File: config.mk
export PLATFORM = sky130hd
export DESIGN_NAME = pmtb_top
export DESIGN_NICKNAME = d
export VERILOG_FILES = /design/src/hw/pmtb_top.v
export VERILOG_INCLUDE_DIRS = /design/src /design/src/hw
export SDC_FILE = /design/constraint.sdc
export NUM_CORES = 1
export LEC_CHECK = 0
export BUFFER_PORTS_ARGS = -buffer_cell sky130_fd_sc_hd__buf_2
export CAP_MARGIN = 30
export CORE_MARGIN = 1.5
export CORE_UTILIZATION = 59
export CTS_BUF_LIST = sky130_fd_sc_hd__clkbuf_8 sky130_fd_sc_hd__clkbuf_16
export DETAILED_ROUTE_END_ITERATION = 12
export PLACE_DENSITY_LB_ADDON = 0.08
export RECOVER_POWER = 25
export REMOVE_ABC_BUFFERS = 1
export SLEW_MARGIN = 25
export SYNTH_ARGS = -nofsm -noshare
export SYNTH_HDL_FRONTEND = slang
export SYNTH_SLANG_ARGS = --single-unit
File: constraint.sdc
create_clock -name core_clk -period 3.6 [get_ports core_clk]
set_input_delay 0.18 -clock core_clk [delete_from_list [all_inputs] [get_ports core_clk]]
set_output_delay 0.18 -clock core_clk [all_outputs]
set_load 0.02 [all_outputs]
File: src/hw/pmtb_defs.vh
/*
 Constants for the PWM master time base controller: register offsets,
 field positions, reset values, key words and timing figures.
 Assumes it is included by its bare name from the design file.
*/
`ifndef PMTB_DEFS_VH
`define PMTB_DEFS_VH

// Register byte addresses, one 32-bit word each
`define PMTB_OFS_TBCTL 6'h00
`define PMTB_OFS_PRESCALE 6'h04
`define PMTB_OFS_PERIOD 6'h08
`define PMTB_OFS_EVCMP 6'h0c
`define PMTB_OFS_KEY 6'h10
`define PMTB_OFS_OUTCTL 6'h14
`define PMTB_OFS_FLTCTL 6'h18
`define PMTB_OFS_CFG 6'h1c
`define PMTB_OFS_STATUS 6'h20
`define PMTB_OFS_DUTY 6'h24

// Time base control fields
`define PMTB_BIT_ENABLE 15
`define PMTB_BIT_HALT_IDLE 13
`define PMTB_BIT_EV_PEND 12
`define PMTB_BIT_EV_IRQ_EN 11
`define PMTB_BIT_IMM_LOAD 10
`define PMTB_BIT_SYNC_POL 9
`define PMTB_BIT_SYNC_OEN 8
`define PMTB_BIT_EXT_SYNC 7
`define PMTB_SRC_HI 6
`define PMTB_SRC_LO 4
`define PMTB_PS_HI 3
`define PMTB_PS_LO 0

// Sync source codes
`define PMTB_SRC_EXT1 3'h0
`define PMTB_SRC_TG16 3'h2
`define PMTB_SRC_TG17 3'h3

// Fault control fields
`define PMTB_FLT_EN_BIT 15
`define PMTB_FLT_MODE_HI 1
`define PMTB_FLT_MODE_LO 0
`define PMTB_FLT_MODE_LATCHED 2'h0
`define PMTB_FLT_MODE_CYCLE 2'h1
`define PMTB_FLT_MODE_OFF 2'h3

// Reset values
`define PMTB_RST_TBCTL 16'h0000
`define PMTB_RST_PERIOD 16'hfff8
`define PMTB_RST_FLTCTL 16'h8000
`define PMTB_RST_OUTCTL 16'h0000

// Unlock keys
`define PMTB_KEY1 16'habcd
`define PMTB_KEY2 16'h4321

// Clock figures
`define PMTB_CLK_PERIOD_PS 4000
`define PMTB_STEP_PS 7140

`endif

File: src/hw/pmtb_top.v
/*
 PWM master time base controller: six complementary generators on one
 master time base, sync in/out, special event trigger with postscaler,
 latched safety fault at reset and key-protected output/fault registers.
 Assumes an Avalon-MM master on core_clk and asynchronous pins that are
 synchronised here before use.
*/
// The Avalon-MM interface to the registers and the placing of the registers are this design's own decisions.
// Summary of operation
// [RQ1] Six generators drive complementary high/low pairs from one master time base.
// [RQ2] Enabled, asserted fault forces affected outputs to the programmed safe state.
// [RQ3] Each generator triggers ADC at a programmed count; special event trigger too. Here all six fire at half the shared duty count.
// [RQ4] Time base restarts on an external sync pulse and emits a sync pulse.
// [RQ5] Reset leaves the safety fault enabled in latched mode, outputs safe.
// [RQ6] Software clears the latched fault with the fault pin high before enabling.
// [RQ7] Fault mode field writable whatever the safety fault level.
// [RQ8] Output and fault control writes blocked while write protect is one.
// [RQ9] Keys 0xabcd then 0x4321 in consecutive writes unlock one write.
// [RQ10] Any access other than the protected write voids the unlock.
// [RQ11] Each unlock permits exactly one protected write.
// [RQ12] Control bit 15 enables the unit; reset value zero.
// [RQ13] Control bit 13 halts the time base while the CPU idles.
// [RQ14] Bit 12 shows pending special event; bit 11 enables its interrupt.
// [RQ15] Bit 10 loads the period at once, else at cycle boundary.
// [RQ16] Bit 9 makes sync input and output active low.
// [RQ17] Bit 8 enables sync output; bit 7 enables external sync.
// [RQ18] Bits 6..4 pick sync source: external, trigger outputs 16 or 17.
// [RQ19] Bits 3..0 postscale event matches; code 1111 gives every sixteenth.
// [RQ20] Code zero triggers every match; code n every n+1 matches.
// [RQ21] Software changes update, sync and postscale only while disabled.
// [RQ22] With external sync the period is set slightly longer than sync.
// [RQ23] Counts step once per prescaled clock, one step per resolution unit.
// [RQ24] Prescaler divides by 1..64 for codes 0..6; code 7 reserved.
// [RQ25] Counter held at zero when disabled, else counts to period and wraps.
`include "pmtb_defs.vh"

module pmtb_top #(
  parameter NGEN = 6,
  parameter CW = 16
) (
  input wire core_clk,
  input wire rstn,
  input wire [5:0] avs_address,
  input wire avs_read,
  input wire avs_write,
  input wire [31:0] avs_writedata,
  input wire [3:0] avs_byteenable,
  output reg [31:0] avs_readdata,
  output wire avs_waitrequest,
  input wire write_protect_cfg,
  input wire cpu_idle,
  input wire primary_sync_in,
  input wire trig_gen_out_sixteen,
  input wire trig_gen_out_seventeen,
  input wire safety_fault_in,
  output reg primary_sync_out,
  output reg [NGEN-1:0] high_side_out,
  output reg [NGEN-1:0] low_side_out,
  output reg [NGEN-1:0] adc_trig,
  output reg special_event_trig,
  output wire special_event_irq
);

  // Control, period and compare registers
  reg [15:0] tbctl_ff;
  reg [2:0] prescale_ff;
  reg [CW-1:0] period_ff;
  reg [CW-1:0] active_period_ff;
  reg [CW-1:0] evcmp_ff;
  reg [15:0] outctl_ff;
  reg [15:0] fltctl_ff;
  reg [CW-1:0] duty_ff;
  reg fault_latched_ff;
  reg [1:0] key_state_ff;
  reg [CW-1:0] tb_cnt_ff;
  reg [5:0] div_cnt_ff;
  reg [3:0] ps_cnt_ff;
  reg [2:0] sync_meta_ff;
  reg [2:0] sync_s_ff;
  reg sync_prev_ff;
  reg [1:0] flt_sync_ff;
  reg rd_pend_ff;

  wire enable = tbctl_ff[`PMTB_BIT_ENABLE];
  wire [2:0] src = tbctl_ff[`PMTB_SRC_HI:`PMTB_SRC_LO];
  wire [3:0] ps_code = tbctl_ff[`PMTB_PS_HI:`PMTB_PS_LO];
  wire wr = avs_write;
  wire rd = avs_read & ~rd_pend_ff;
  wire full_lo = avs_byteenable[0] & avs_byteenable[1];
  wire [15:0] wdat = avs_writedata[15:0];

  // Reads take one wait cycle so data comes from a flip-flop
  assign avs_waitrequest = avs_read & ~rd_pend_ff;

  // Pin synchronisers: first stage feeds only the second
  always @(posedge core_clk) begin
    if (!rstn) begin
      sync_meta_ff <= 3'h0;
      sync_s_ff <= 3'h0;
      flt_sync_ff <= 2'h3;
    end else begin
      sync_meta_ff <= {trig_gen_out_seventeen, trig_gen_out_sixteen, primary_sync_in};
      sync_s_ff <= sync_meta_ff;
      flt_sync_ff <= {flt_sync_ff[0], safety_fault_in};
    end
  end
  wire fault_active = ~flt_sync_ff[1]; // Safety fault pin is active low

  // Sync source select with polarity on the external pin only
  reg sync_sel;
  always @* begin
    sync_sel = 1'b0;
    if (src == `PMTB_SRC_EXT1) begin
      sync_sel = sync_s_ff[0] ^ tbctl_ff[`PMTB_BIT_SYNC_POL]; // [RQ16] [RQ18]
    end else if (src == `PMTB_SRC_TG16) begin
      sync_sel = sync_s_ff[1]; // [RQ18]
    end else if (src == `PMTB_SRC_TG17) begin
      sync_sel = sync_s_ff[2]; // [RQ18]
    end
  end
  wire sync_edge = sync_sel & ~sync_prev_ff & tbctl_ff[`PMTB_BIT_EXT_SYNC]; // [RQ17]

  // Prescaler tick; divide ratio 2**code, reserved code acts as 64
  wire [2:0] ps_eff = (prescale_ff == 3'h7) ? 3'h6 : prescale_ff;
  wire [5:0] div_max = (6'h01 << ps_eff) - 6'h01;
  wire halted = tbctl_ff[`PMTB_BIT_HALT_IDLE] & cpu_idle; // [RQ13]
  wire tick = enable & ~halted & (div_cnt_ff == div_max); // [RQ24] [RQ23]
  wire at_end = tick & (tb_cnt_ff >= active_period_ff);
  wire ev_match = tick & (tb_cnt_ff == evcmp_ff);
  wire ev_fire = ev_match & (ps_cnt_ff == ps_code); // [RQ19] [RQ20]

  // Key sequencer and protected write decode
  wire key_wr = wr & (avs_address == `PMTB_OFS_KEY);
  wire prot_wr = wr & ((avs_address == `PMTB_OFS_OUTCTL) | (avs_address == `PMTB_OFS_FLTCTL));
  wire unlocked = ~write_protect_cfg | (key_state_ff == 2'h2); // [RQ8]
  wire prot_ok = prot_wr & unlocked;

  // Bus access accepted this cycle; any one counts toward the key window
  wire access = wr | (avs_read & rd_pend_ff);

  always @(posedge core_clk) begin
    if (!rstn) begin
      key_state_ff <= 2'h0;
    end else if (access) begin
      if (key_wr && wdat == `PMTB_KEY1) begin
        key_state_ff <= 2'h1; // [RQ9]
      end else if (key_wr && wdat == `PMTB_KEY2 && key_state_ff == 2'h1) begin
        key_state_ff <= 2'h2; // [RQ9]
      end else begin
        key_state_ff <= 2'h0; // Spent or voided [RQ10] [RQ11]
      end
    end
  end

  // Register writes, event status and latched fault
  always @(posedge core_clk) begin
    if (!rstn) begin
      tbctl_ff <= `PMTB_RST_TBCTL; // [RQ12]
      prescale_ff <= 3'h0;
      period_ff <= `PMTB_RST_PERIOD;
      evcmp_ff <= {CW{1'b0}};
      outctl_ff <= `PMTB_RST_OUTCTL;
      fltctl_ff <= `PMTB_RST_FLTCTL; // Latched, enabled at reset [RQ5]
      duty_ff <= {CW{1'b0}};
      fault_latched_ff <= 1'b1; // Outputs come up safe [RQ5]
    end else begin
      if (wr && full_lo && avs_address == `PMTB_OFS_TBCTL) begin
        tbctl_ff[15:13] <= wdat[15:13] & 3'h5;
        tbctl_ff[11:0] <= wdat[11:0];
      end
      if (wr && full_lo && avs_address == `PMTB_OFS_PRESCALE) begin
        prescale_ff <= wdat[2:0];
      end
      if (wr && full_lo && avs_address == `PMTB_OFS_PERIOD) begin
        period_ff <= wdat[CW-1:0];
      end
      if (wr && full_lo && avs_address == `PMTB_OFS_EVCMP) begin
        evcmp_ff <= wdat[CW-1:0];
      end
      if (wr && full_lo && avs_address == `PMTB_OFS_DUTY) begin
        duty_ff <= wdat[CW-1:0];
      end
      if (prot_ok && full_lo && avs_address == `PMTB_OFS_OUTCTL) begin
        outctl_ff <= wdat; // [RQ8]
      end
      if (prot_ok && full_lo && avs_address == `PMTB_OFS_FLTCTL) begin
        fltctl_ff <= wdat; // [RQ8]
      end else if (prot_wr && full_lo && avs_address == `PMTB_OFS_FLTCTL) begin
        fltctl_ff[`PMTB_FLT_MODE_HI:`PMTB_FLT_MODE_LO] <= wdat[`PMTB_FLT_MODE_HI:`PMTB_FLT_MODE_LO]; // [RQ7]
      end
      // Pending flag: hardware set wins over a software clear of bit 12
      if (ev_fire) begin
        tbctl_ff[`PMTB_BIT_EV_PEND] <= 1'b1; // [RQ14]
      end else if (wr && full_lo && avs_address == `PMTB_OFS_TBCTL && !wdat[`PMTB_BIT_EV_PEND]) begin
        tbctl_ff[`PMTB_BIT_EV_PEND] <= 1'b0; // [RQ14]
      end
      // Latched fault sets on the pin, clears by writing status bit 0 with pin high
      if (fault_active && fltctl_ff[`PMTB_FLT_EN_BIT]) begin
        fault_latched_ff <= 1'b1; // [RQ2]
      end else if (wr && avs_address == `PMTB_OFS_STATUS && avs_byteenable[0] && wdat[0]) begin
        fault_latched_ff <= 1'b0; // [RQ6]
      end else if (fltctl_ff[`PMTB_FLT_MODE_HI:`PMTB_FLT_MODE_LO] == `PMTB_FLT_MODE_CYCLE && at_end) begin
        fault_latched_ff <= 1'b0; // Cycle-by-cycle mode releases at the boundary
      end
    end
  end

  wire flt_mode_off = fltctl_ff[`PMTB_FLT_MODE_HI:`PMTB_FLT_MODE_LO] == `PMTB_FLT_MODE_OFF;
  wire fault_force = fault_latched_ff & ~flt_mode_off & fltctl_ff[`PMTB_FLT_EN_BIT]; // [RQ2]

  // Master time base, prescaler, postscaler and period shadow
  always @(posedge core_clk) begin
    if (!rstn) begin
      tb_cnt_ff <= {CW{1'b0}};
      div_cnt_ff <= 6'h00;
      ps_cnt_ff <= 4'h0;
      active_period_ff <= `PMTB_RST_PERIOD;
      sync_prev_ff <= 1'b0;
    end else begin
      sync_prev_ff <= sync_sel;
      if (!enable) begin
        tb_cnt_ff <= {CW{1'b0}}; // [RQ25]
        div_cnt_ff <= 6'h00;
        ps_cnt_ff <= 4'h0;
        active_period_ff <= period_ff;
      end else begin
        if (!halted) begin
          div_cnt_ff <= (div_cnt_ff == div_max) ? 6'h00 : div_cnt_ff + 6'h01;
        end
        if (sync_edge) begin
          tb_cnt_ff <= {CW{1'b0}}; // Restart on external sync [RQ4] [RQ22]
        end else if (at_end) begin
          tb_cnt_ff <= {CW{1'b0}}; // [RQ25]
        end else if (tick) begin
          tb_cnt_ff <= tb_cnt_ff + {{(CW-1){1'b0}}, 1'b1}; // [RQ25]
        end
        if (tbctl_ff[`PMTB_BIT_IMM_LOAD] || at_end || sync_edge) begin
          active_period_ff <= period_ff; // [RQ15]
        end
        if (ev_match) begin
          ps_cnt_ff <= ev_fire ? 4'h0 : ps_cnt_ff + 4'h1; // [RQ19] [RQ20]
        end
      end
    end
  end

  // Sync out, event trigger and generator outputs
  // Generators share duty and all fire the same ADC trigger at half the duty count
  integer g;
  always @(posedge core_clk) begin
    if (!rstn) begin
      primary_sync_out <= 1'b0;
      special_event_trig <= 1'b0;
      high_side_out <= {NGEN{1'b0}};
      low_side_out <= {NGEN{1'b0}};
      adc_trig <= {NGEN{1'b0}};
    end else begin
      primary_sync_out <= (tbctl_ff[`PMTB_BIT_SYNC_OEN] & at_end) ^ tbctl_ff[`PMTB_BIT_SYNC_POL]; // [RQ4] [RQ16] [RQ17]
      special_event_trig <= ev_fire; // [RQ3]
      for (g = 0; g < NGEN; g = g + 1) begin
        adc_trig[g] <= tick & (tb_cnt_ff == (duty_ff >> 1)); // [RQ3]
        if (fault_force || !enable) begin
          high_side_out[g] <= outctl_ff[1]; // Safe override levels [RQ2]
          low_side_out[g] <= outctl_ff[0];
        end else begin
          high_side_out[g] <= tb_cnt_ff < duty_ff; // [RQ1]
          low_side_out[g] <= ~(tb_cnt_ff < duty_ff); // [RQ1]
        end
      end
    end
  end

  assign special_event_irq = tbctl_ff[`PMTB_BIT_EV_PEND] & tbctl_ff[`PMTB_BIT_EV_IRQ_EN]; // [RQ14]

  // Read mux; unmapped offsets read zero
  always @(posedge core_clk) begin
    if (!rstn) begin
      rd_pend_ff <= 1'b0;
      avs_readdata <= 32'h00000000;
    end else begin
      rd_pend_ff <= rd;
      if (rd) begin
        if (avs_address == `PMTB_OFS_TBCTL) begin
          avs_readdata <= {16'h0000, tbctl_ff};
        end else if (avs_address == `PMTB_OFS_PRESCALE) begin
          avs_readdata <= {29'h00000000, prescale_ff};
        end else if (avs_address == `PMTB_OFS_PERIOD) begin
          avs_readdata <= {16'h0000, period_ff};
        end else if (avs_address == `PMTB_OFS_EVCMP) begin
          avs_readdata <= {16'h0000, evcmp_ff};
        end else if (avs_address == `PMTB_OFS_OUTCTL) begin
          avs_readdata <= {16'h0000, outctl_ff};
        end else if (avs_address == `PMTB_OFS_FLTCTL) begin
          avs_readdata <= {16'h0000, fltctl_ff};
        end else if (avs_address == `PMTB_OFS_CFG) begin
          avs_readdata <= {30'h00000000, key_state_ff == 2'h2, write_protect_cfg};
        end else if (avs_address == `PMTB_OFS_STATUS) begin
          avs_readdata <= {tb_cnt_ff, 13'h0000, fault_active, fault_force, fault_latched_ff};
        end else if (avs_address == `PMTB_OFS_DUTY) begin
          avs_readdata <= {16'h0000, duty_ff};
        end else begin
          avs_readdata <= 32'h00000000;
        end
      end
    end
  end

endmodule

==> metrics.yaml, run 1 <==
outcome:
  outcome: "complete, but fails checks"
  violations: "capacitance limit, slew limit"
worst_setup_path:
  r2r_start: "tb_cnt_ff[8]"
  reg2reg_slack_ns: 0.86
  path_class: "in2reg"
  r2r-end: "ps_cnt_ff[3]"
  reg2reg_depth: 6
  crit_fanout: 41
  worstPathArrival_ns: 3.34
  crit_path_end_kind: "flop"
  setup.worst_path.start_class: "primary input"
  cp.required_ns: 3.96
layout:
  fill_cells: 1449
  layout.nets: 1305
  final_cell_area_mm2: 0.0104
  ff_latch_area_mm2: 0.00380
  antenna_cells: 0
  area.growth.synth_to_final_pct: 10.1
  multi_input_area_mm2: 0.00497
  drive_above_1_share_pct: 9.09
global_route:
  antenna_found_initial: 0
  grt_max_degree: 60
  grt_pass1_wl_mm: 44.7
  grt_pass1_vias: 8086
  overflow: 0
  grt_usage_pct: 35.3
logic_synthesis:
  synth_edf_count: 0
  synth_compound_area_share_pct: 19.5
  syn_avg_cell_area_um2: 7.96
  synth_cells: 1190
  synthSimpleGateAreaFrac_pct: 21.4
  ys_warn_count: 0
  synthAdderAreaFrac_pct: 4.49
  yosys.area_share.xor_xnor_pct: 5.18
  synth_top_family_by_area: "simple AND/OR/NAND/NOR gates"
  yosysSeqAreaShare_pct: 40.2
  synth.mux.area_fraction_pct: 1.72
  synthFlopType: "dfxtp_1"
  async_flop_share_pct: 0
  synth_cell_type_count: 61
  ys_ff_latch: 190
  synth_area_mm2: 0.00947
timing:
  finalHoldViolCount: 0
  setup_viol: 0
  tns_ns: 0
  period_share_pct: 82.8
  max_freq_ghz: 0.335
  post-route-min-period_ns: 2.98
  relSlewSlack_pct: -40.8
  rsz0062_at_grt: "no"
  worstMarginPinSlew_ns: 2.11
  fin_skew_ns: 0.00818
  slew_violations: 42
die:
  die_h_um: 130
  io_pins: 106
  start_util_pct: 60.1
  dieArea_mm2: 0.0168
  fp-row-count: 46
  dieWidth_um: 130
  coreArea_mm2: 0.0158
detailed_routing:
  wl_per_cell_um: 20.0
  drc: 0
  viasPerCell: 6.16
  drt_iter0_drc: 1125
  drt_wl_total_mm: 28.9
  via_count: 8915
  antenna_left: 0
  first_pass_iters: 6
place:
  finalWeightedCongestion: 0.949
  placed_cell_area_mm2: 0.00991
  port_buffers: 87
  dp_hpwl_mm: 20.1
clocking:
  post-cts-setup-buffer-count: 0
  cts_buffer_depth: 2
  cts_max_level: 4
  cts_tree: "built"
  cts_hold_buf: 4
  cts-resized-gates: 0
  cts_buffers: 17
  ctsRootBufferMaster: "clkbuf_16"
  clk_latency_ns: 0.44
  cts_num_sinks: 190
  cts.clk_slew.worst_paths_ns: 0.07
power:
  power_leakage_nw: 3.82
  power_per_cell_area_mw_per_mm2: 395
  peakVddDrop_mv: 0.328
run:
  maxCapViolCount: 1
min_path:
  hold_depth: 3
  worstHoldStart: "cpu_idle"
  hold_path_class: "in2reg"
  hold_end: "div_cnt_ff[1]"
==> synth_stat cells, drive strengths merged (5+ instances only) <==
library cell / instances / area share [%]
o211ai: 43 / 3.4
xor2: 22 / 2.0
xnor2: 34 / 3.1
nor3: 14 / 0.74
o21ai: 36 / 1.9
a222oi: 10 / 1.1
ha: 34 / 4.5
buf: 32 / 2.1
nand2b: 13 / 0.86
a221oi: 12 / 1.1
a21oi: 139 / 7.3
nor4: 11 / 0.95
a21o: 5 / 0.40
dfxtp: 190 / 40
nand3: 45 / 2.4
nor2b: 5 / 0.33
nor2: 44 / 1.7
and2: 16 / 1.1
nand2: 238 / 9.4
clkbuf: 79 / 3.1
mux2i: 14 / 1.5
and3: 11 / 0.73
o221ai: 10 / 0.92
a31oi: 6 / 0.40
inv: 56 / 2.2
nand4: 20 / 1.5
==> cells in the final DEF (no fill, tap or decap), types with 14 or more instances in the layout <==
master	n
xnor2_1	34
a21oi_1	139
xor2_1	22
dfxtp_1	190
nand4_1	19
clkbuf_1	52
buf_2	36
nand2_1	238
nor2_1	44
clkbuf_16	17
ha_1	34
nand3_1	44
o21ai_0	33
inv_1	55
mux2i_1	14
o211ai_1	43
buf_4	29
==> registers in the layout, summed over array words and instances, names as in the netlist <==
signal	cells
avs_readdata	32
primary_sync_out	1
duty_ff	16
high_side_out	1
key_state_ff	2
ps_cnt_ff	4
sync_meta_ff	3
fault_latched_ff	1
prescale_ff	3
low_side_out	1
special_event_trig	1
div_cnt_ff	6
fltctl_ff	16
outctl_ff	16
flt_sync_ff	2
tbctl_ff	15
period_ff	16
adc_trig	1
evcmp_ff	16
rd_pend_ff	1
sync_s_ff	3
sync_prev_ff	1
tb_cnt_ff	16
active_period_ff	16
==> where the power goes <==
group | total, W | switching [W] | internal [W] | leakage, nW
sequential | 0.00213 | 0.00000901 | 0.00212 | 1.54
combinational | 0.000228 | 0.000169 | 0.0000590 | 2.02
clock | 0.00176 | 0.000866 | 0.000893 | 0.271
==> cell type report <==
class                           instances  area share, %
Timing Repair Buffer                  121           6.07
Clock inverter                         15           1.08
Clock buffer                           17           4.08
Sequential cell                       190           36.5
Inverter                               56           2.03
Multi-Input combinational cell        833           47.7
Tap cell                              216           2.59
==> per-layer routing <==
metal | track usage (%) | share of wire, % | vias up
met5 | 0 | 0 | -
met4 | 14.5 | 3.4 | 0
met3 | 7.75 | 10 | 76
met2 | 56.1 | 46 | 468
met1 | 46.8 | 40 | 4181
li1 | - | - | 4190
==> kinds of logic after synthesis <==
| logic type | after synthesis |
|---|---|
| AOI/OAI and AO/OA | 291 |
| xor gates and xnor gates | 56 |
| adders and majority gates | 34 |
| buffers and inverters | 167 |
| DFF | 190 |
| muxes | 16 |
| and+or+nand+nor | 436 |
==> worst max-delay path, cell delays in order <==
cell and delay [ns]:
clkbuf_1 0.87, clkbuf_1 1.58, a32oi_1 0.26, o21ai_0 0.15
a2111oi_0 0.09, a211oi_1 0.18
==> through the flow <==
stage	worst slack [ns]	power [W]	std cells	hold WS [ns]	util, %
3_3_place_gp	0.885	0.00239	1412	0.364	62.8
6_report	0.618	0.00411	1448	0.0182	66.1
5_1_grt	0.484	0.00422	1448	0.0257	66.1
3_5_place_dp	0.928	0.00240	1412	0.390	62.9
4_1_cts	0.904	0.00411	1448	0.0206	66.5
2_1_floorplan	0.802	0.00226	1079	0.253	-
==> worst max path at each step <==
stage	startpoint	end	slack [ns]	cells past startpoint
floorplan	tb_cnt_ff[7]	active_period_ff[0]	0.80	7
global placement	tb_cnt_ff[14]	tb_cnt_ff[0]	0.88	8
detailed placement	tb_cnt_ff[8]	ps_cnt_ff[3]	0.93	6
CTS	tb_cnt_ff[8]	ps_cnt_ff[3]	0.90	6
global route	rstn	avs_readdata[2]	0.48	6
finish	rstn	avs_readdata[2]	0.62	6
(Power assumes the default switching activity.)
==> run 2: changes to the inputs <==
--- a/config.mk
+++ b/config.mk
@@ -9,7 +9,7 @@
 export BUFFER_PORTS_ARGS = -buffer_cell sky130_fd_sc_hd__buf_2
 export CAP_MARGIN = 30
 export CORE_MARGIN = 1.5
-export CORE_UTILIZATION = 59
+export CORE_UTILIZATION = 53
 export CTS_BUF_LIST = sky130_fd_sc_hd__clkbuf_8 sky130_fd_sc_hd__clkbuf_16
 export DETAILED_ROUTE_END_ITERATION = 12
 export PLACE_DENSITY_LB_ADDON = 0.08
==> constraint.sdc (replaced) <==
create_clock -name core_clk -period 2.6 [get_ports core_clk]
set_input_delay 0.13 -clock core_clk [delete_from_list [all_inputs] [get_ports core_clk]]
set_output_delay 0.13 -clock core_clk [all_outputs]
set_load 0.02 [all_outputs]
==> run 2 against run 1 <==
The run still ends with capacitance limit, slew limit left. Non-clock buffer count up 29. Hold slack better by 0.0072 ns. Wire length up 5.1%. Flip-flop and latch count unchanged. Clock skew up 0.0019 ns. Largest power group unchanged. Highest routed layer unchanged.
==> metrics.yaml, run 2 (synthesis results as in run 1) <==
outcome:
  outcome: "complete, but fails checks"
  violations: "capacitance limit, slew limit"
power:
  power_leakage_nw: 4.01  # +4.9%
  power_per_cell_area_mw_per_mm2: 557  # +41%
  peakVddDrop_mv: 0.479  # +46%
  switching_share_pct: 24.3  # -1.1 points
  seq_power_share_pct: 49.4  # -2.3 points
  p_clk_share_pct: 45.2  # +2.4 points
  combPwrFrac_pct: 5.4  # about the same
  power_switching_w: 0.00145  # +39%
  p_int_w: 0.00452  # +47%
detailed_routing:
  wl_per_cell_um: 20.4  # +2.4%
  drt_wl_total_mm: 30.4  # +5.1%
  drt-met1-wl_mm: 12.9  # +10%
  viasPerCell: 6.10  # -0.92%
  via_count: 9065  # +1.7%
  wl_met3_mm: 2.56  # -12%
  wl_met2_mm: 13.9  # +3.7%
  drt_iter0_drc: 966  # -14%
  antenna_left: 0  # unchanged
  top_layer_used: "met4"
  first_pass_iters: 6  # unchanged
  drc: 0  # unchanged
timing:
  finalHoldViolCount: 0  # unchanged
  slew_violations: 109  # +160%
  worstMarginPinSlew_ns: 2.33  # +0.213 ns
  setup_viol: 0  # unchanged
  fin_hold_ws_ns: 0.0254  # +0.00723 ns
  period_share_pct: 92.9
  fin_skew_ns: 0.0101  # +0.00193 ns
  post-route-min-period_ns: 2.42
  rsz0062_at_grt: "no"
  max_freq_ghz: 0.414
  relSlewSlack_pct: -55.0  # -14 points
clocking:
  ctsRootBufferMaster: "clkbuf_16"
  clk_latency_ns: 0.44  # about the same
  cts_num_sinks: 190  # unchanged
  cts_buffers: 17  # unchanged
  cts_max_level: 4  # unchanged
  post-cts-setup-buffer-count: 0  # unchanged
  cts_tree: "built"
  cts_buffer_depth: 2  # unchanged
  cts.clk_slew.worst_paths_ns: 0.07  # about the same
worst_setup_path:
  path_class: "reg2reg"
  path_cells: "buf_4 -> xnor2_1 -> nand4_1 -> nor4_1 -> buf_4 -> nand4_4 -> or4_1 -> a21oi_1"
  cp.required_ns: 2.97  # -0.99 ns
  path_common_cell: "buf_4"
  critical_path.max_stage_delay_ns: 0.54  # -1.04 ns
  crit_slowest_cell: "or4_1"
  worstPathArrival_ns: 2.78  # -0.56 ns
  crit_path_end_kind: "flop"
  crit_fanout: 10  # -76%
  setup.worst_path.start_class: "flop"
  reg2reg_depth: 8  # +2
global_route:
  grt_max_degree: 109  # +82%
  antenna_found_initial: 0  # unchanged
  overflow: 0  # unchanged
  grt_pass1_vias: 8072  # -0.17%
  grt_pass1_wl_mm: 46.1  # +3.1%
  grt_usage_pct: 33.1  # -2.2 points
layout:
  largest_reg_flops: 32  # unchanged
  area.growth.synth_to_final_pct: 13.2
  ff_latch_area_mm2: 0.00380  # about the same
  largest-register: "avs_readdata"
  antenna_cells: 0  # unchanged
  multi_input_area_mm2: 0.00496  # about the same
  fill_cells: 1590  # +9.7%
  layout.nets: 1334  # +2.2%
  mostFrequentLayoutCells: "nand2_1 (238), dfxtp_1 (189), a21oi_1 (139), inv_1 (56), buf_4 (55)"
  final_common_cell: "nand2_1"
  drive_above_1_share_pct: 11.3  # +2.2 points
  final_cell_count_no_fill: 1486  # +2.6%
die:
  dieArea_mm2: 0.0187  # +11%
  start_util_pct: 54.6  # -5.5 points
  dieWidth_um: 137  # +5.4%
  coreArea_mm2: 0.0174  # +10%
  io_pins: 106  # unchanged
  die_h_um: 137  # +5.4%
  fp-row-count: 48  # +4.3%
place:
  dp_hpwl_mm: 21.5  # +7.0%
  dp.cells: 1448  # +2.5%
  finalWeightedCongestion: 0.924  # -2.6%
  port_buffers: 87  # unchanged
min_path:
  hold_depth: 3  # unchanged
  hold_path_class: "in2reg"
run:
  maxCapViolCount: 1  # unchanged
## run 2: changes by cell type in the layout (fill, tap and decap cells not counted), sizes merged
cell	delta
buf	+29
bufinv	+2
clkbuf	+2
clkinv	-3
clkinvlp	+1
dlygate4sd3	+1
inv	-3
## run 2: final timing paths
check / startpoint / to / slack [ns]
max reg2reg: tb_cnt_ff[7] / ps_cnt_ff[3] / 0.18
min reg2reg: flt_sync_ff[0] / flt_sync_ff[1] / 0.41
min: avs_writedata[14] / duty_ff[14] / 0.03
max: tb_cnt_ff[7] / ps_cnt_ff[3] / 0.18
## run 2: routing by layer
| metal | vias to the layer above | GRT usage, % |
|---|---|---|
| met3 | 73 | 5.74 |
| met2 | 418 | 51.9 |
| met1 | 4343 | 45.1 |
| met5 | - | 0 |
| li1 | 4231 | - |
| met4 | 0 | 13.7 |
## run 2: power groups by stage
stage	sequential [W]	combinational, W	clock [W]
2_1_floorplan	0.00303	0.000106	0
3_3_place_gp	0.00301	0.000313	0
3_5_place_dp	0.00301	0.000315	0
4_1_cts	0.00294	0.000321	0.00270
5_1_grt	0.00295	0.000338	0.00281
6_report	0.00295	0.000323	0.00270
## run 2: area by class of cell
class	count	share of cell area (%)
Inverter	56	1.97
Sequential cell	190	35.5
Tap cell	225	2.63
Timing Repair Buffer	150	7.98
Clock buffer	20	4.35
Clock inverter	12	1.28
Multi-Input combinational cell	833	46.3
## run 2: through the flow
step	setup TNS [ns]	setup WS (ns)	util, %	instance area (µm²)	total power, W
finish	0	0.184	61.8	10700	0.00597
global placement	0	0.200	58.4	10100	0.00332
detailed placement	0	0.171	58.4	10100	0.00333
global route	0	0.0246	61.8	10700	0.00609
CTS	0	0.144	62.2	10800	0.00597
floorplan	-5.83	-0.198	-	8970	0.00313
## run 2: timing repair
action                     4_1_cts  5_1_grt
hold buffers                     5        0
gates resized for setup          0        1
setup endpoints to repair        0        1
hold endpoints to repair         5        0
## run 2: worst max-delay path: cells and delay by family (launching register included)
family	cells	cell delay, ns
and+or+nand+nor	4	1.19
AOI/OAI and AO/OA	1	0.16
DFF	1	0.34
xor gates and xnor gates	1	0.27
buffers and inverters	2	0.39
